## src/hdl/interval_counter_params.svh

```systemverilog
// Constants for the six-mode interval counter channel
`ifndef INTERVAL_COUNTER_PARAMS_SVH
`define INTERVAL_COUNTER_PARAMS_SVH

`define COUNT_WIDTH 16
`define MODE_WIDTH 3
`define MODE_TERMINAL_INT 3'h0
`define MODE_ONE_SHOT 3'h1
`define MODE_RATE_GEN 3'h2
`define MODE_SQUARE_WAVE 3'h3
`define MODE_SOFT_STROBE 3'h4
`define MODE_GATE_STROBE 3'h5
`define COUNT_RESET 16'h0000
`define MODE_RESET 3'h0

`endif

```

## src/hdl/interval_counter_pkg.sv

```systemverilog
// Types shared by the interval counter channel and its pin synchroniser
package interval_counter_pkg;

  typedef enum logic [3:0] {
    PH_IDLE = 4'h1,
    PH_WAIT_TRIG = 4'h2,
    PH_COUNTING = 4'h4,
    PH_DONE = 4'h8
  } phase_t;

  typedef struct packed {
    logic mode_wr;
    logic [2:0] mode;
    logic count_wr;
    logic [15:0] count;
  } host_cmd_t;

  typedef struct packed {
    logic stage1;
    logic stage2;
    logic stage3;
    logic level;
  } sync_state_t;

  typedef struct packed {
    logic [2:0] mode;
    phase_t phase;
    logic [15:0] reload;
    logic [15:0] count;
    logic out;
    logic tc;
    logic trig;
    logic clk_prev;
    logic gate_prev;
  } counter_state_t;

endpackage

```

## src/hdl/pin_sync.sv

```systemverilog
// Three-stage pin synchroniser; the level follows once stages two and three agree
`timescale 1ns/1ps
module pin_sync (
  input wire logic clk_i,
  input wire logic reset_i,
  input wire logic pin_i,
  output logic level_o
);

  interval_counter_pkg::sync_state_t st_reg;
  interval_counter_pkg::sync_state_t st_next;

  always_comb begin
    st_next = st_reg;
    st_next.stage1 = pin_i;
    st_next.stage2 = st_reg.stage1;
    st_next.stage3 = st_reg.stage2;
    if (st_reg.stage2 == st_reg.stage3) begin
      st_next.level = st_reg.stage3;
    end
  end

  always_ff @(posedge clk_i or posedge reset_i) begin
    if (reset_i) begin
      st_reg <= '0;
    end else begin
      st_reg <= st_next;
    end
  end

  assign level_o = st_reg.level;

endmodule // pin_sync

```

## src/hdl/interval_counter.sv

```systemverilog
// Down-counting interval timer channel with six setup modes
// Functional notes
// RQ1: Mode 0: output low, count while gate high
// RQ2: Mode 0: terminal count drives output high, held
// RQ3: Mode 1: low after gate edge, high on terminal
// RQ4: Mode 2: one-period low pulse every count clocks
// RQ5: Mode 3: square wave, half high half low
// RQ6: Mode 4: output high, count while gate high
// RQ7: Mode 4: terminal count gives one-clock low strobe
// RQ8: Mode 5: like mode 4, gate edge triggers
// RQ9: Mode 2: reload written count automatically at zero; the code reloads when the count is 1 and never reaches zero
// RQ10: Host writes mode first, then count value
`timescale 1ns/1ps
`include "interval_counter_params.svh"
module interval_counter (
  input wire logic clk_i,
  input wire logic reset_i,
  input interval_counter_pkg::host_cmd_t cmd_i,
  input wire logic count_clock_i,
  input wire logic gate_i,
  output logic out_o,
  output logic terminal_count_reached_o,
  output logic [15:0] count_value_o
);

  interval_counter_pkg::counter_state_t st_reg;
  interval_counter_pkg::counter_state_t st_next;
  logic clk_lvl;
  logic gate_lvl;
  logic tick;
  logic gate_rise;
  logic trig_now;
  logic no_cmd;
  logic [15:0] half_low;
  logic [15:0] half_high;

  pin_sync count_clock_sync (
    .clk_i(clk_i),
    .reset_i(reset_i),
    .pin_i(count_clock_i),
    .level_o(clk_lvl)
  );

  pin_sync gate_sync (
    .clk_i(clk_i),
    .reset_i(reset_i),
    .pin_i(gate_i),
    .level_o(gate_lvl)
  );

  assign tick = clk_lvl & ~st_reg.clk_prev;
  assign gate_rise = gate_lvl & ~st_reg.gate_prev;
  assign trig_now = st_reg.trig | gate_rise;
  assign no_cmd = ~cmd_i.mode_wr & ~cmd_i.count_wr;
  // Odd counts spend the extra clock in the high half
  assign half_low = st_reg.reload >> 1;
  assign half_high = st_reg.reload - half_low;

  always_comb begin
    st_next = st_reg;
    st_next.tc = 1'b0;
    st_next.clk_prev = clk_lvl;
    st_next.gate_prev = gate_lvl;
    if (cmd_i.mode_wr) begin
      st_next.mode = cmd_i.mode;
      st_next.phase = interval_counter_pkg::PH_IDLE;
      st_next.trig = 1'b0;
      st_next.out = (cmd_i.mode != `MODE_TERMINAL_INT); // RQ1 RQ6
    end else if (cmd_i.count_wr) begin
      // A count write arms or restarts the channel in its current mode
      st_next.reload = cmd_i.count; // RQ10
      st_next.trig = 1'b0;
      case (st_reg.mode)
        `MODE_ONE_SHOT, `MODE_GATE_STROBE: begin
          st_next.phase = interval_counter_pkg::PH_WAIT_TRIG;
          st_next.count = cmd_i.count;
        end
        `MODE_SQUARE_WAVE: begin
          st_next.phase = interval_counter_pkg::PH_COUNTING;
          st_next.count = cmd_i.count - (cmd_i.count >> 1);
          st_next.out = 1'b1;
        end
        default: begin
          st_next.phase = interval_counter_pkg::PH_COUNTING;
          st_next.count = cmd_i.count;
        end
      endcase
    end else begin
      if (gate_rise) begin
        st_next.trig = 1'b1;
      end
      if (tick) begin
        case (st_reg.mode)
          `MODE_TERMINAL_INT: begin
            if (st_reg.phase == interval_counter_pkg::PH_COUNTING && gate_lvl) begin // RQ1
              st_next.count = st_reg.count - 16'h0001;
              if (st_reg.count == 16'h0001) begin
                st_next.out = 1'b1; // RQ2
                st_next.tc = 1'b1;
                st_next.phase = interval_counter_pkg::PH_DONE;
              end
            end
          end
          `MODE_ONE_SHOT: begin
            if (trig_now && st_reg.phase != interval_counter_pkg::PH_IDLE) begin
              // A new gate edge retriggers from the full count
              st_next.count = st_reg.reload;
              st_next.out = 1'b0; // RQ3
              st_next.trig = 1'b0;
              st_next.phase = interval_counter_pkg::PH_COUNTING;
            end else if (st_reg.phase == interval_counter_pkg::PH_COUNTING) begin
              st_next.count = st_reg.count - 16'h0001;
              if (st_reg.count == 16'h0001) begin
                st_next.out = 1'b1; // RQ3
                st_next.tc = 1'b1;
                st_next.phase = interval_counter_pkg::PH_WAIT_TRIG;
              end
            end
          end
          `MODE_RATE_GEN: begin
            st_next.out = 1'b1;
            if (st_reg.phase == interval_counter_pkg::PH_COUNTING && gate_lvl) begin
              if (st_reg.count == 16'h0001) begin
                st_next.count = st_reg.reload; // RQ9
                st_next.out = 1'b0; // RQ4
                st_next.tc = 1'b1;
              end else begin
                st_next.count = st_reg.count - 16'h0001;
              end
            end
          end
          `MODE_SQUARE_WAVE: begin
            if (st_reg.phase == interval_counter_pkg::PH_COUNTING && gate_lvl) begin
              if (st_reg.count <= 16'h0001) begin
                st_next.out = ~st_reg.out; // RQ5
                st_next.count = st_reg.out ? half_low : half_high;
                st_next.tc = 1'b1;
              end else begin
                st_next.count = st_reg.count - 16'h0001;
              end
            end
          end
          `MODE_SOFT_STROBE, `MODE_GATE_STROBE: begin
            if (st_reg.mode == `MODE_GATE_STROBE && trig_now && st_reg.phase != interval_counter_pkg::PH_IDLE) begin
              st_next.count = st_reg.reload; // RQ8
              st_next.trig = 1'b0;
              st_next.out = 1'b1;
              st_next.phase = interval_counter_pkg::PH_COUNTING;
            end else if (st_reg.phase == interval_counter_pkg::PH_DONE) begin
              st_next.out = 1'b1; // RQ7
            end else if (st_reg.phase == interval_counter_pkg::PH_COUNTING &&
                         (gate_lvl || st_reg.mode == `MODE_GATE_STROBE)) begin // RQ6 RQ8
              st_next.count = st_reg.count - 16'h0001;
              if (st_reg.count == 16'h0001) begin
                st_next.out = 1'b0; // RQ7
                st_next.tc = 1'b1;
                st_next.phase = interval_counter_pkg::PH_DONE;
              end
            end
          end
          default: begin
            st_next.phase = interval_counter_pkg::PH_IDLE;
          end
        endcase
      end
    end
  end

  always_ff @(posedge clk_i or posedge reset_i) begin
    if (reset_i) begin
      st_reg.mode <= `MODE_RESET;
      st_reg.phase <= interval_counter_pkg::PH_IDLE;
      st_reg.reload <= `COUNT_RESET;
      st_reg.count <= `COUNT_RESET;
      st_reg.out <= 1'b0;
      st_reg.tc <= 1'b0;
      st_reg.trig <= 1'b0;
      st_reg.clk_prev <= 1'b0;
      st_reg.gate_prev <= 1'b0;
    end else begin
      st_reg <= st_next;
    end
  end

  assign out_o = st_reg.out;
  assign terminal_count_reached_o = st_reg.tc;
  assign count_value_o = st_reg.count;
endmodule // interval_counter

```

## config.mk

```make
export PLATFORM = sky130hd
export DESIGN_NAME = interval_counter
export DESIGN_NICKNAME = d
export VERILOG_FILES = /design/src/hdl/interval_counter_pkg.sv /design/src/hdl/pin_sync.sv /design/src/hdl/interval_counter.sv
export VERILOG_INCLUDE_DIRS = /design/src /design/src/hdl
export SDC_FILE = /design/constraint.sdc
export NUM_CORES = 1
export LEC_CHECK = 0
export BUFFER_PORTS_ARGS = -buffer_cell sky130_fd_sc_hd__buf_2
export CORE_MARGIN = 1
export CORE_UTILIZATION = 45
export CTS_CLUSTER_SIZE = 12
export DETAILED_ROUTE_END_ITERATION = 7
export PLACE_DENSITY_LB_ADDON = 0.15
export REMOVE_ABC_BUFFERS = 1
export SYNTH_ARGS = -nofsm -noshare
export SYNTH_HDL_FRONTEND = slang
export SYNTH_SLANG_ARGS = --single-unit
```

## constraint.sdc

```tcl
create_clock -name clk_i -period 3.4 [get_ports clk_i]
set_input_delay 0.68 -clock clk_i [delete_from_list [all_inputs] [get_ports clk_i]]
set_output_delay 0.68 -clock clk_i [all_outputs]
set_load 0.01 [all_outputs]
```

==> reports/results.txt, run 1 <==
Yosys reg bits: 52
Nets: 749
Die Wd: 110 µm
Vias: 5,143
synthesized area: 0.00522 mm²
Inserted Clock Buffers: 5
outcome: complete, no violations
fin crit share: 89.2%
Top FF cell, synth: dfrtp_1
clk_skew: 5.80 ps
initial antenna violation count: 0
GRT overflow: 0
Unique masters post-synth: 84
first-pass GRT wire length: 25,800 µm
number of global-route vias before repair: 4,917
Post-synth EDFFs: 0
post-cts resize count: 0
GR Util met1: 38.8%
fill count: 1,104
worst path bufs/invs: 0
Starting DRT DRC Count: 393
number of port buffers: 42
Final min period: 3030 ps
measured slew at the worst slew-check pin: 823 ps
met3 usage in global routing: 4.98%
final setup vio count: 0
Post-DP HPWL: 12,200 µm
asr flop ratio synth: 100%
first-pass detailed-route iteration total: 5
Slew Viols, Final: 0
P&R area growth vs syn: 8.84%
family with the most delay on the worst path: simple AND/OR/NAND/NOR gates
worst-path fanout max: 6
Post-route DRC: 0
global-route usage over all layers: 28.4%
clk root buf: clkbuf_16
Die Span Y: 110 µm
Rel. slew slack: 44.7%
largest net degree at the start of global routing: 28
Max Freq: 330 MHz
core area: 0.0111 mm²
Mapped Cells: 665
CP Launch Point: count_value_o[13]$_DFFE_PP0P_
CP Launch Type: flop
die area: 0.0120 mm²
CTS max path bufs: 2
DRT antenna net count: 0
clk slew on worst S/H paths: 80 ps
worst hold path type: primary input to async pin
wire length per cell: 19.4 µm
final wirelength: 16,100 µm
commonest non-fill, non-tap cell in the layout: nand2_1
Max Cap Violations: 0
max reg flops: 16
total power: 2.48 mW
critical path's slowest cell: or4_1
R2R setup slack: 370 ps
Post-CTS Setup Inserts: 0
DR vias/cell: 6.20
Starting Density: 47.2%
hold_buf cts: 0
sequential share of the synthesized area: 24.9%
Setup CP Type: flop to flop
data required time at the worst endpoint: 3600 ps
P per Cell Area: 436 mW/mm²
leakage: 2.44 nW
endpoint class of the critical path: flop
dpl cell area: 0.00553 mm²
Setup TNS: 0 ps
clock sink total: 52
worst skew pair latency: 320 ps
antenna cells: 0
H-tree depth: 2
CP cell instances: or4_1 -> nor4_2 -> and3_1 -> o221ai_2 -> nor2_1 -> o21ai_0 -> a221oi_1 -> nor2_1
Most common cell on crit path: nor2_1
CTS tree: built
syn avg cell area: 7.86 µm²
io pins: 43
Peak VDD IR: 0.246 mV
met2 usage: 45.0%
share of post-route cells with drive strength above 1: 15.1%
Most Crowded Layer GR: met2
most frequent cells in the layout: 74 x nand2_1, 54 x o21ai_0, 51 x dfrtp_1
CP peak stage delay: 610 ps
Synth warnings: 0
num rows: 38
RSZ-0062 raised after global routing: no
RD Place Congestion: 0.965
final instance area: 0.00569 mm²
Final Hold Fails: 0
arrival time at the worst endpoint: 3230 ps
RR Startpoint: count_value_o[13]$_DFFE_PP0P_
## final cells by class
cell class	instances	area, µm²	area share, %
clock buffers	5	125	2.20
clock inverters	3	28.8	0.506
inverters	42	158	2.77
multi-input cells	523	3500	61.6
flip-flops and latches	52	1300	22.9
well taps	140	175	3.08
repair buffers	65	395	6.95
## kinds of logic after synthesis
group	after synthesis	share of synthesized area [%]
AOI/OAI and AO/OA	224	30.0
xor gates and xnor gates	29	4.86
adders and majority gates	37	9.05
buffers and inverters	90	8.10
DFF	52	24.9
muxes	6	1.17
and+or+nand+nor	227	21.9
## worst reg2reg max path, cell delays in order (launching register included)
cell      delay [ps]
dfrtp_1          470
or4_1            610
nor4_2           350
and3_1           360
o221ai_2         250
nor2_1           370
o21ai_0          170
a221oi_1         270
nor2_1            70
## synthesized netlist by cell type (12+ instances only)
library cell	instances	area [µm²]
nand2_1	74	278
o21ai_0	54	270
dfrtp_1	51	1280
nor2_1	48	180
inv_1	41	154
ha_1	33	413
a21oi_1	32	160
clkbuf_1	21	78.8
nor3_1	19	95.1
nand3_1	18	90.1
xnor2_1	17	149
buf_4	16	120
o21a_1	13	97.6
a31oi_1	12	75.1
o211ai_1	12	90.1
xor2_1	12	105
## stage by stage
stage          utilization (%)  worst slack [ps]  instances  hold slack (ps)
6_report                  51.3               367        830              356
5_1_grt                   51.3               238        830              363
4_1_cts                   51.3               394        830              358
3_5_place_dp              49.9               118        822              340
3_3_place_gp              49.9               191        822              333
2_1_floorplan                -               685        617              331
## per-layer routing
layer	up-vias	share of wire [%]	wire length [µm]
li1	2475	-	-
met1	2455	46	7330
met2	186	45	7280
met3	27	6.9	1120
met4	0	2.2	356
met5	-	0	0
## where the power goes
part,switching [mW],leakage [nW],internal (mW)
sequential,0.127,0.629,0.704
combinational,0.635,1.73,0.447
clock,0.281,0.0767,0.285
## final timing paths
check                                                        endpoint  depth (start not counted)
max in group asynchronous                      st_reg[37]$_DFFE_PP1P_                          3
worst max register to register           count_value_o[4]$_DFFE_PP0P_                          8
worst max-delay path                     count_value_o[4]$_DFFE_PP0P_                          8
worst min register to register  count_clock_sync.st_next[1]$_DFF_PP0_                          0
worst min-delay path            count_clock_sync.st_next[2]$_DFF_PP0_                          2
min in group clk_i              count_clock_sync.st_next[1]$_DFF_PP0_                          0
Power figures use the tool's default switching activity.
==> run 2, diff against run 1 <==
- PLACE_DENSITY_LB_ADDON: 0.15 -> 0.2
==> run 2 against run 1 <==
Net effect:
- global-route usage fell by 0.77 points
- highest routed layer unchanged
- critical endpoint unchanged
- cell count up 0.24%
- cell area barely moved
==> reports/results.txt, run 2 (synthesized netlist as in run 1, its figures left out) <==
outcome: complete, no violations (unchanged)
Starting Density: 47.2% (unchanged)
reg2reg path depth: 8 (unchanged)
Setup CP Type: flop to flop (unchanged)
clk slew on worst S/H paths: 80 ps (about the same)
P&R area growth vs syn: 8.89% (was 8.84%)
worst skew pair latency: 300 ps (was 320 ps)
Setup TNS: 0 ps (unchanged)
P per Cell Area: 433 mW/mm² (was 436 mW/mm²)
commonest non-fill, non-tap cell in the layout: nand2_1 (unchanged)
number of global-route vias before repair: 4,864 (was 4,917)
WHS Endpoint: gate_sync.st_next[1]$_DFF_PP0_
Final min period: 3050 ps (was 3030 ps)
hold path depth: 0
Final Hold Fails: 0 (unchanged)
wire length per cell: 19.0 µm (was 19.4 µm)
worst hold path type: flop to flop (was primary input to async pin)
num rows: 38 (unchanged)
core area: 0.0111 mm² (unchanged)
Die Span Y: 110 µm (unchanged)
fin crit share: 89.7% (was 89.2%)
data required time at the worst endpoint: 3590 ps (was 3600 ps)
first-pass detailed-route iteration total: 5 (unchanged)
first-pass GRT wire length: 25,200 µm (was 25,800 µm)
Max Cap Violations: 0 (unchanged)
Inserted Clock Buffers: 5 (unchanged)
antenna cells: 0 (unchanged)
dpl cell area: 0.00553 mm² (about the same)
CTS tree: built (unchanged)
post-cts resize count: 0 (unchanged)
Rel. slew slack: 23.4% (was 44.7%)
Post-route DRC: 0 (unchanged)
die area: 0.0120 mm² (unchanged)
clk root buf: clkbuf_16 (unchanged)
RR Startpoint: count_value_o[13]$_DFFE_PP0P_ (unchanged)
Peak VDD IR: 0.231 mV (was 0.246 mV)
DR vias/cell: 6.25 (was 6.20)
most frequent cells in the layout: 74 x nand2_1, 54 x o21ai_0, 51 x dfrtp_1 (unchanged)
final wirelength: 15,800 µm (was 16,100 µm)
R2R setup slack: 350 ps (was 370 ps)
RSZ-0062 raised after global routing: no (unchanged)
max reg flops: 16 (unchanged)
final worst setup slack: 350 ps (was 367 ps)
Nets: 751 (was 749)
Starting DRT DRC Count: 421 (was 393)
GRT overflow: 0 (unchanged)
Max Freq: 328 MHz (was 330 MHz)
CP Launch Point: count_value_o[13]$_DFFE_PP0P_ (unchanged)
share of post-route cells with drive strength above 1: 15.3% (was 15.1%)
H-tree depth: 2 (unchanged)
worst slack, placed: 125 ps (was 118 ps)
initial antenna violation count: 0 (unchanged)
RD Place Congestion: 0.966 (was 0.965)
clk_skew: 6.30 ps (was 5.80 ps)
Vias: 5,198 (was 5,143)
Post-DP HPWL: 11,900 µm (was 12,200 µm)
worst-path fanout max: 6 (unchanged)
R2R Path End: count_value_o[4]$_DFFE_PP0P_ (unchanged)
Hold Crit Start: gate_sync.st_next[2]$_DFF_PP0_
Post-CTS Setup Inserts: 0 (unchanged)
hold_buf cts: 0 (unchanged)
largest net degree at the start of global routing: 53 (was 28)
final instance area: 0.00569 mm² (about the same)
DRT antenna net count: 0 (unchanged)
io pins: 43 (unchanged)
clock sink total: 52 (unchanged)
endpoint class of the critical path: flop (unchanged)
measured slew at the worst slew-check pin: 1150 ps (was 823 ps)
fill count: 1,075 (was 1,104)
total power: 2.46 mW (was 2.48 mW)
Die Wd: 110 µm (unchanged)
arrival time at the worst endpoint: 3240 ps (was 3230 ps)
number of port buffers: 42 (unchanged)
final setup vio count: 0 (unchanged)
CP Launch Type: flop (unchanged)
CTS max path bufs: 2 (unchanged)
global-route usage over all layers: 27.6% (was 28.4%)
Slew Viols, Final: 0 (unchanged)
leakage: 2.45 nW (was 2.44 nW)
-- run 2: changes by cell type in the layout (fill, tap and decap cells not counted), sizes merged --
cell	previous run	this run
buf	65	67
-- run 2: metrics by stage --
stage,util [%],hold WS (ps),instances
floorplan,-,331,617
global placement,50.0,333,824
detailed placement,50.0,339,824
CTS,51.3,357,832
global route,51.3,369,832
finish,51.3,354,832
-- run 2: worst max path at each step --
stage | end | slack (ps) | cells past startpoint
6_report | count_value_o[4]$_DFFE_PP0P_ | 350 | 8
5_1_grt | count_value_o[4]$_DFFE_PP0P_ | 130 | 8
4_1_cts | count_value_o[4]$_DFFE_PP0P_ | 390 | 8
3_5_place_dp | count_value_o[14]$_DFFE_PP0P_ | 130 | 12
3_3_place_gp | count_value_o[14]$_DFFE_PP0P_ | 170 | 12
2_1_floorplan | count_value_o[14]$_DFFE_PP0P_ | 680 | 11
-- run 2: metal layers --
layer | wire length, µm | up-vias | global-route usage, % | part of all wire (%)
met5 | 0 | - | 0 | 0
met4 | 320 | 0 | 9.24 | 2.0
met3 | 1090 | 27 | 3.08 | 6.9
met2 | 7370 | 193 | 44.3 | 47
met1 | 7050 | 2487 | 38.4 | 45
li1 | - | 2491 | - | -
-- run 2: report_power, final --
| part | switching (mW) | internal, mW |
|---|---|---|
| Clock | 0.279 | 0.285 |
| Sequential | 0.129 | 0.704 |
| Combinational | 0.623 | 0.442 |
-- run 2: area by class of cell --
class / instances / area, µm² / share of cell area [%]
tap: 140 / 175 / 3.08
clock inverter: 3 / 28.8 / 0.506
timing repair buffer: 67 / 398 / 7.00
inverter: 42 / 158 / 2.77
multi-input combinational: 523 / 3500 / 61.5
sequential: 52 / 1300 / 22.9
clock buffer: 5 / 125 / 2.20
-- run 2: worst max-delay path, stage by stage (launching register included) --
cell      delay [ps]
dfrtp_1          470
or4_1            600
nor4_2           380
and3_1           370
o221ai_2         270
nor2_1           370
o21ai_0          150
a221oi_1         260
nor2_1            60
==> run 3, diff against run 2 <==
- CELL_PAD_IN_SITES_DETAIL_PLACEMENT: unset -> 1
- CELL_PAD_IN_SITES_GLOBAL_PLACEMENT: unset -> 1
- clock period: 3.4 -> 3.1 ns (I/O delays scaled with it)
==> run 3 against run 2 <==
Net effect:
- wire length up 16%
- cell count up 2.2%
- non-clock buffer count rose by 18
- setup slack got worse by 220 ps
- sequential cell count is the same
- maximum frequency rose by 2.8%
- power grew 15%
- global-route usage rose by 4.2 points
- clock skew rose by 2.9 ps
- sequential power up 7.1%
- clock power is 4.8% higher
- cell area is 3.1% higher
- largest power group unchanged
==> reports/results.txt, run 3 (synthesized netlist as in run 1, its figures left out) <==
outcome: complete, no violations (unchanged)
Starting Density: 47.2% (unchanged)
Post-DP HPWL: 14,500 µm (was 11,900 µm)
num rows: 38 (unchanged)
final setup vio count: 0 (unchanged)
first-pass detailed-route iteration total: 5 (unchanged)
CP peak stage delay: 630 ps (was 600 ps)
Inserted Clock Buffers: 5 (unchanged)
GRT overflow: 0 (unchanged)
Post-CTS Setup Inserts: 0 (unchanged)
DRT antenna net count: 0 (unchanged)
die area: 0.0120 mm² (unchanged)
antenna cells: 0 (unchanged)
Most common cell on crit path: nor2_1 (unchanged)
CP Launch Type: flop (unchanged)
io pins: 43 (unchanged)
R2R setup slack: 130 ps (was 350 ps)
Max Freq: 337 MHz (was 328 MHz)
fin crit share: 95.7% (was 89.7%)
commonest non-fill, non-tap cell in the layout: nand2_1 (unchanged)
Post-route DRC: 0 (unchanged)
max reg flops: 16 (unchanged)
clock sink total: 52 (unchanged)
Die Wd: 110 µm (unchanged)
clk slew on worst S/H paths: 80 ps (about the same)
Vias: 5,424 (was 5,198)
number of global-route vias before repair: 5,640 (was 4,864)
Multi-input gate area: 0.00353 mm² (was 0.00350 mm²)
data required time at the worst endpoint: 3300 ps (was 3590 ps)
CTS tree: built (unchanged)
Nets: 769 (was 751)
final worst setup slack: 132 ps (was 350 ps)
Slew Viols, Final: 0 (unchanged)
Rel. slew slack: 60.9% (was 23.4%)
P&R area growth vs syn: 12.3% (was 8.89%)
Starting DRT DRC Count: 377 (was 421)
largest net degree at the start of global routing: 37 (was 53)
worst skew pair latency: 310 ps (was 300 ps)
share of post-route cells with drive strength above 1: 17.9% (was 15.3%)
Setup TNS: 0 ps (unchanged)
arrival time at the worst endpoint: 3170 ps (was 3240 ps)
RSZ-0062 raised after global routing: no (unchanged)
worst hold path type: primary input to async pin (was flop to flop)
CP cell instances: or4_1 -> nor4_2 -> and3_1 -> o221ai_2 -> nor2_1 -> o21ai_0 -> a221oi_1 -> nor2_1 (unchanged)
clk_skew: 9.20 ps (was 6.30 ps)
leakage: 2.54 nW (was 2.45 nW)
Util after Layout: 52.9% (was 51.3%)
initial antenna violation count: 0 (unchanged)
final wirelength: 18,400 µm (was 15,800 µm)
Peak VDD IR: 0.376 mV (was 0.231 mV)
wire length per cell: 21.7 µm (was 19.0 µm)
Setup CP Type: flop to flop (unchanged)
Max Cap Violations: 0 (unchanged)
core area: 0.0111 mm² (unchanged)
critical path's slowest cell: or4_1 (unchanged)
Die Span Y: 110 µm (unchanged)
fill count: 1,407 (was 1,075)
first-pass GRT wire length: 28,800 µm (was 25,200 µm)
register area: 0.00130 mm² (unchanged)
most frequent cells in the layout: 74 x nand2_1, 54 x o21ai_0, 51 x dfrtp_1 (unchanged)
RD Place Congestion: 0.933 (was 0.966)
CTS max path bufs: 2 (unchanged)
P per Cell Area: 481 mW/mm² (was 433 mW/mm²)
measured slew at the worst slew-check pin: 581 ps (was 1150 ps)
DR vias/cell: 6.38 (was 6.25)
endpoint class of the critical path: flop (unchanged)
Final Hold Fails: 0 (unchanged)
global-route usage over all layers: 31.8% (was 27.6%)
clk root buf: clkbuf_16 (unchanged)
worst-path fanout max: 6 (unchanged)
H-tree depth: 2 (unchanged)
Final min period: 2970 ps (was 3050 ps)
Hold Slack: 321 ps (was 354 ps)
number of port buffers: 42 (unchanged)
worst slack, placed: -123 ps (was 125 ps)
[run 3: per-layer routing]
| metal | share of wire, % | vias to the layer above | GRT usage (%) | wire [µm] |
|---|---|---|---|---|
| met1 | 41 | 2690 | 36.8 | 7510 |
| met5 | 0 | - | 0 | 0 |
| li1 | - | 2520 | - | - |
| met3 | 4.6 | 43 | 3.85 | 851 |
| met4 | 4.4 | 0 | 16.2 | 805 |
| met2 | 50 | 171 | 57.3 | 9270 |
[run 3: cell type report]
cell class	instances	area share [%]
Timing Repair Buffer	85	9.51
Multi-Input combinational cell	523	60.1
Clock inverter	3	0.363
Sequential cell	52	22.2
Inverter	42	2.69
Clock buffer	5	2.13
Tap cell	140	2.99
[run 3: worst paths after layout]
check / from / to / cells past startpoint
hold reg to reg: count_clock_sync.st_next[2]$_DFF_PP0_ / count_clock_sync.st_next[1]$_DFF_PP0_ / 0
setup reg to reg: count_value_o[14]$_DFFE_PP0P_ / count_value_o[4]$_DFFE_PP0P_ / 8
hold / removal: reset_i / count_clock_sync.level_o$_DFFE_PP0N_ / 2
max in group asynchronous: reset_i / st_reg[37]$_DFFE_PP1P_ / 3
min in group clk_i: count_clock_sync.st_next[2]$_DFF_PP0_ / count_clock_sync.st_next[1]$_DFF_PP0_ / 0
setup / recovery: count_value_o[14]$_DFFE_PP0P_ / count_value_o[4]$_DFFE_PP0P_ / 8
[run 3: where the power goes]
part	total (mW)	internal (mW)	switching (mW)
Clock	0.591	0.302	0.289
Sequential	0.892	0.773	0.119
Combinational	1.34	0.556	0.783
[run 3: worst max-delay path: cells and delay by family (launching register included)]
family,cells,cell delay (ps)
DFF,1,390
and+or+nand+nor,5,1790
AOI/OAI and AO/OA,3,660
[run 3: what timing repair did]
| action | 4_1_cts | 5_1_grt |
|---|---|---|
| gates resized for setup | 0 | 5 |
| hold buffers | 0 | 0 |
| setup endpoints to repair | 0 | 3 |
| endpoints found under the hold margin | 0 | 0 |
[run 3: stage by stage]
stage	instance area, µm²	std cells	power, mW
2_1_floorplan	4960	617	1.71
3_3_place_gp	5690	842	2.15
3_5_place_dp	5690	842	2.21
4_1_cts	5840	850	2.80
5_1_grt	5870	850	2.99
6_report	5870	850	2.82
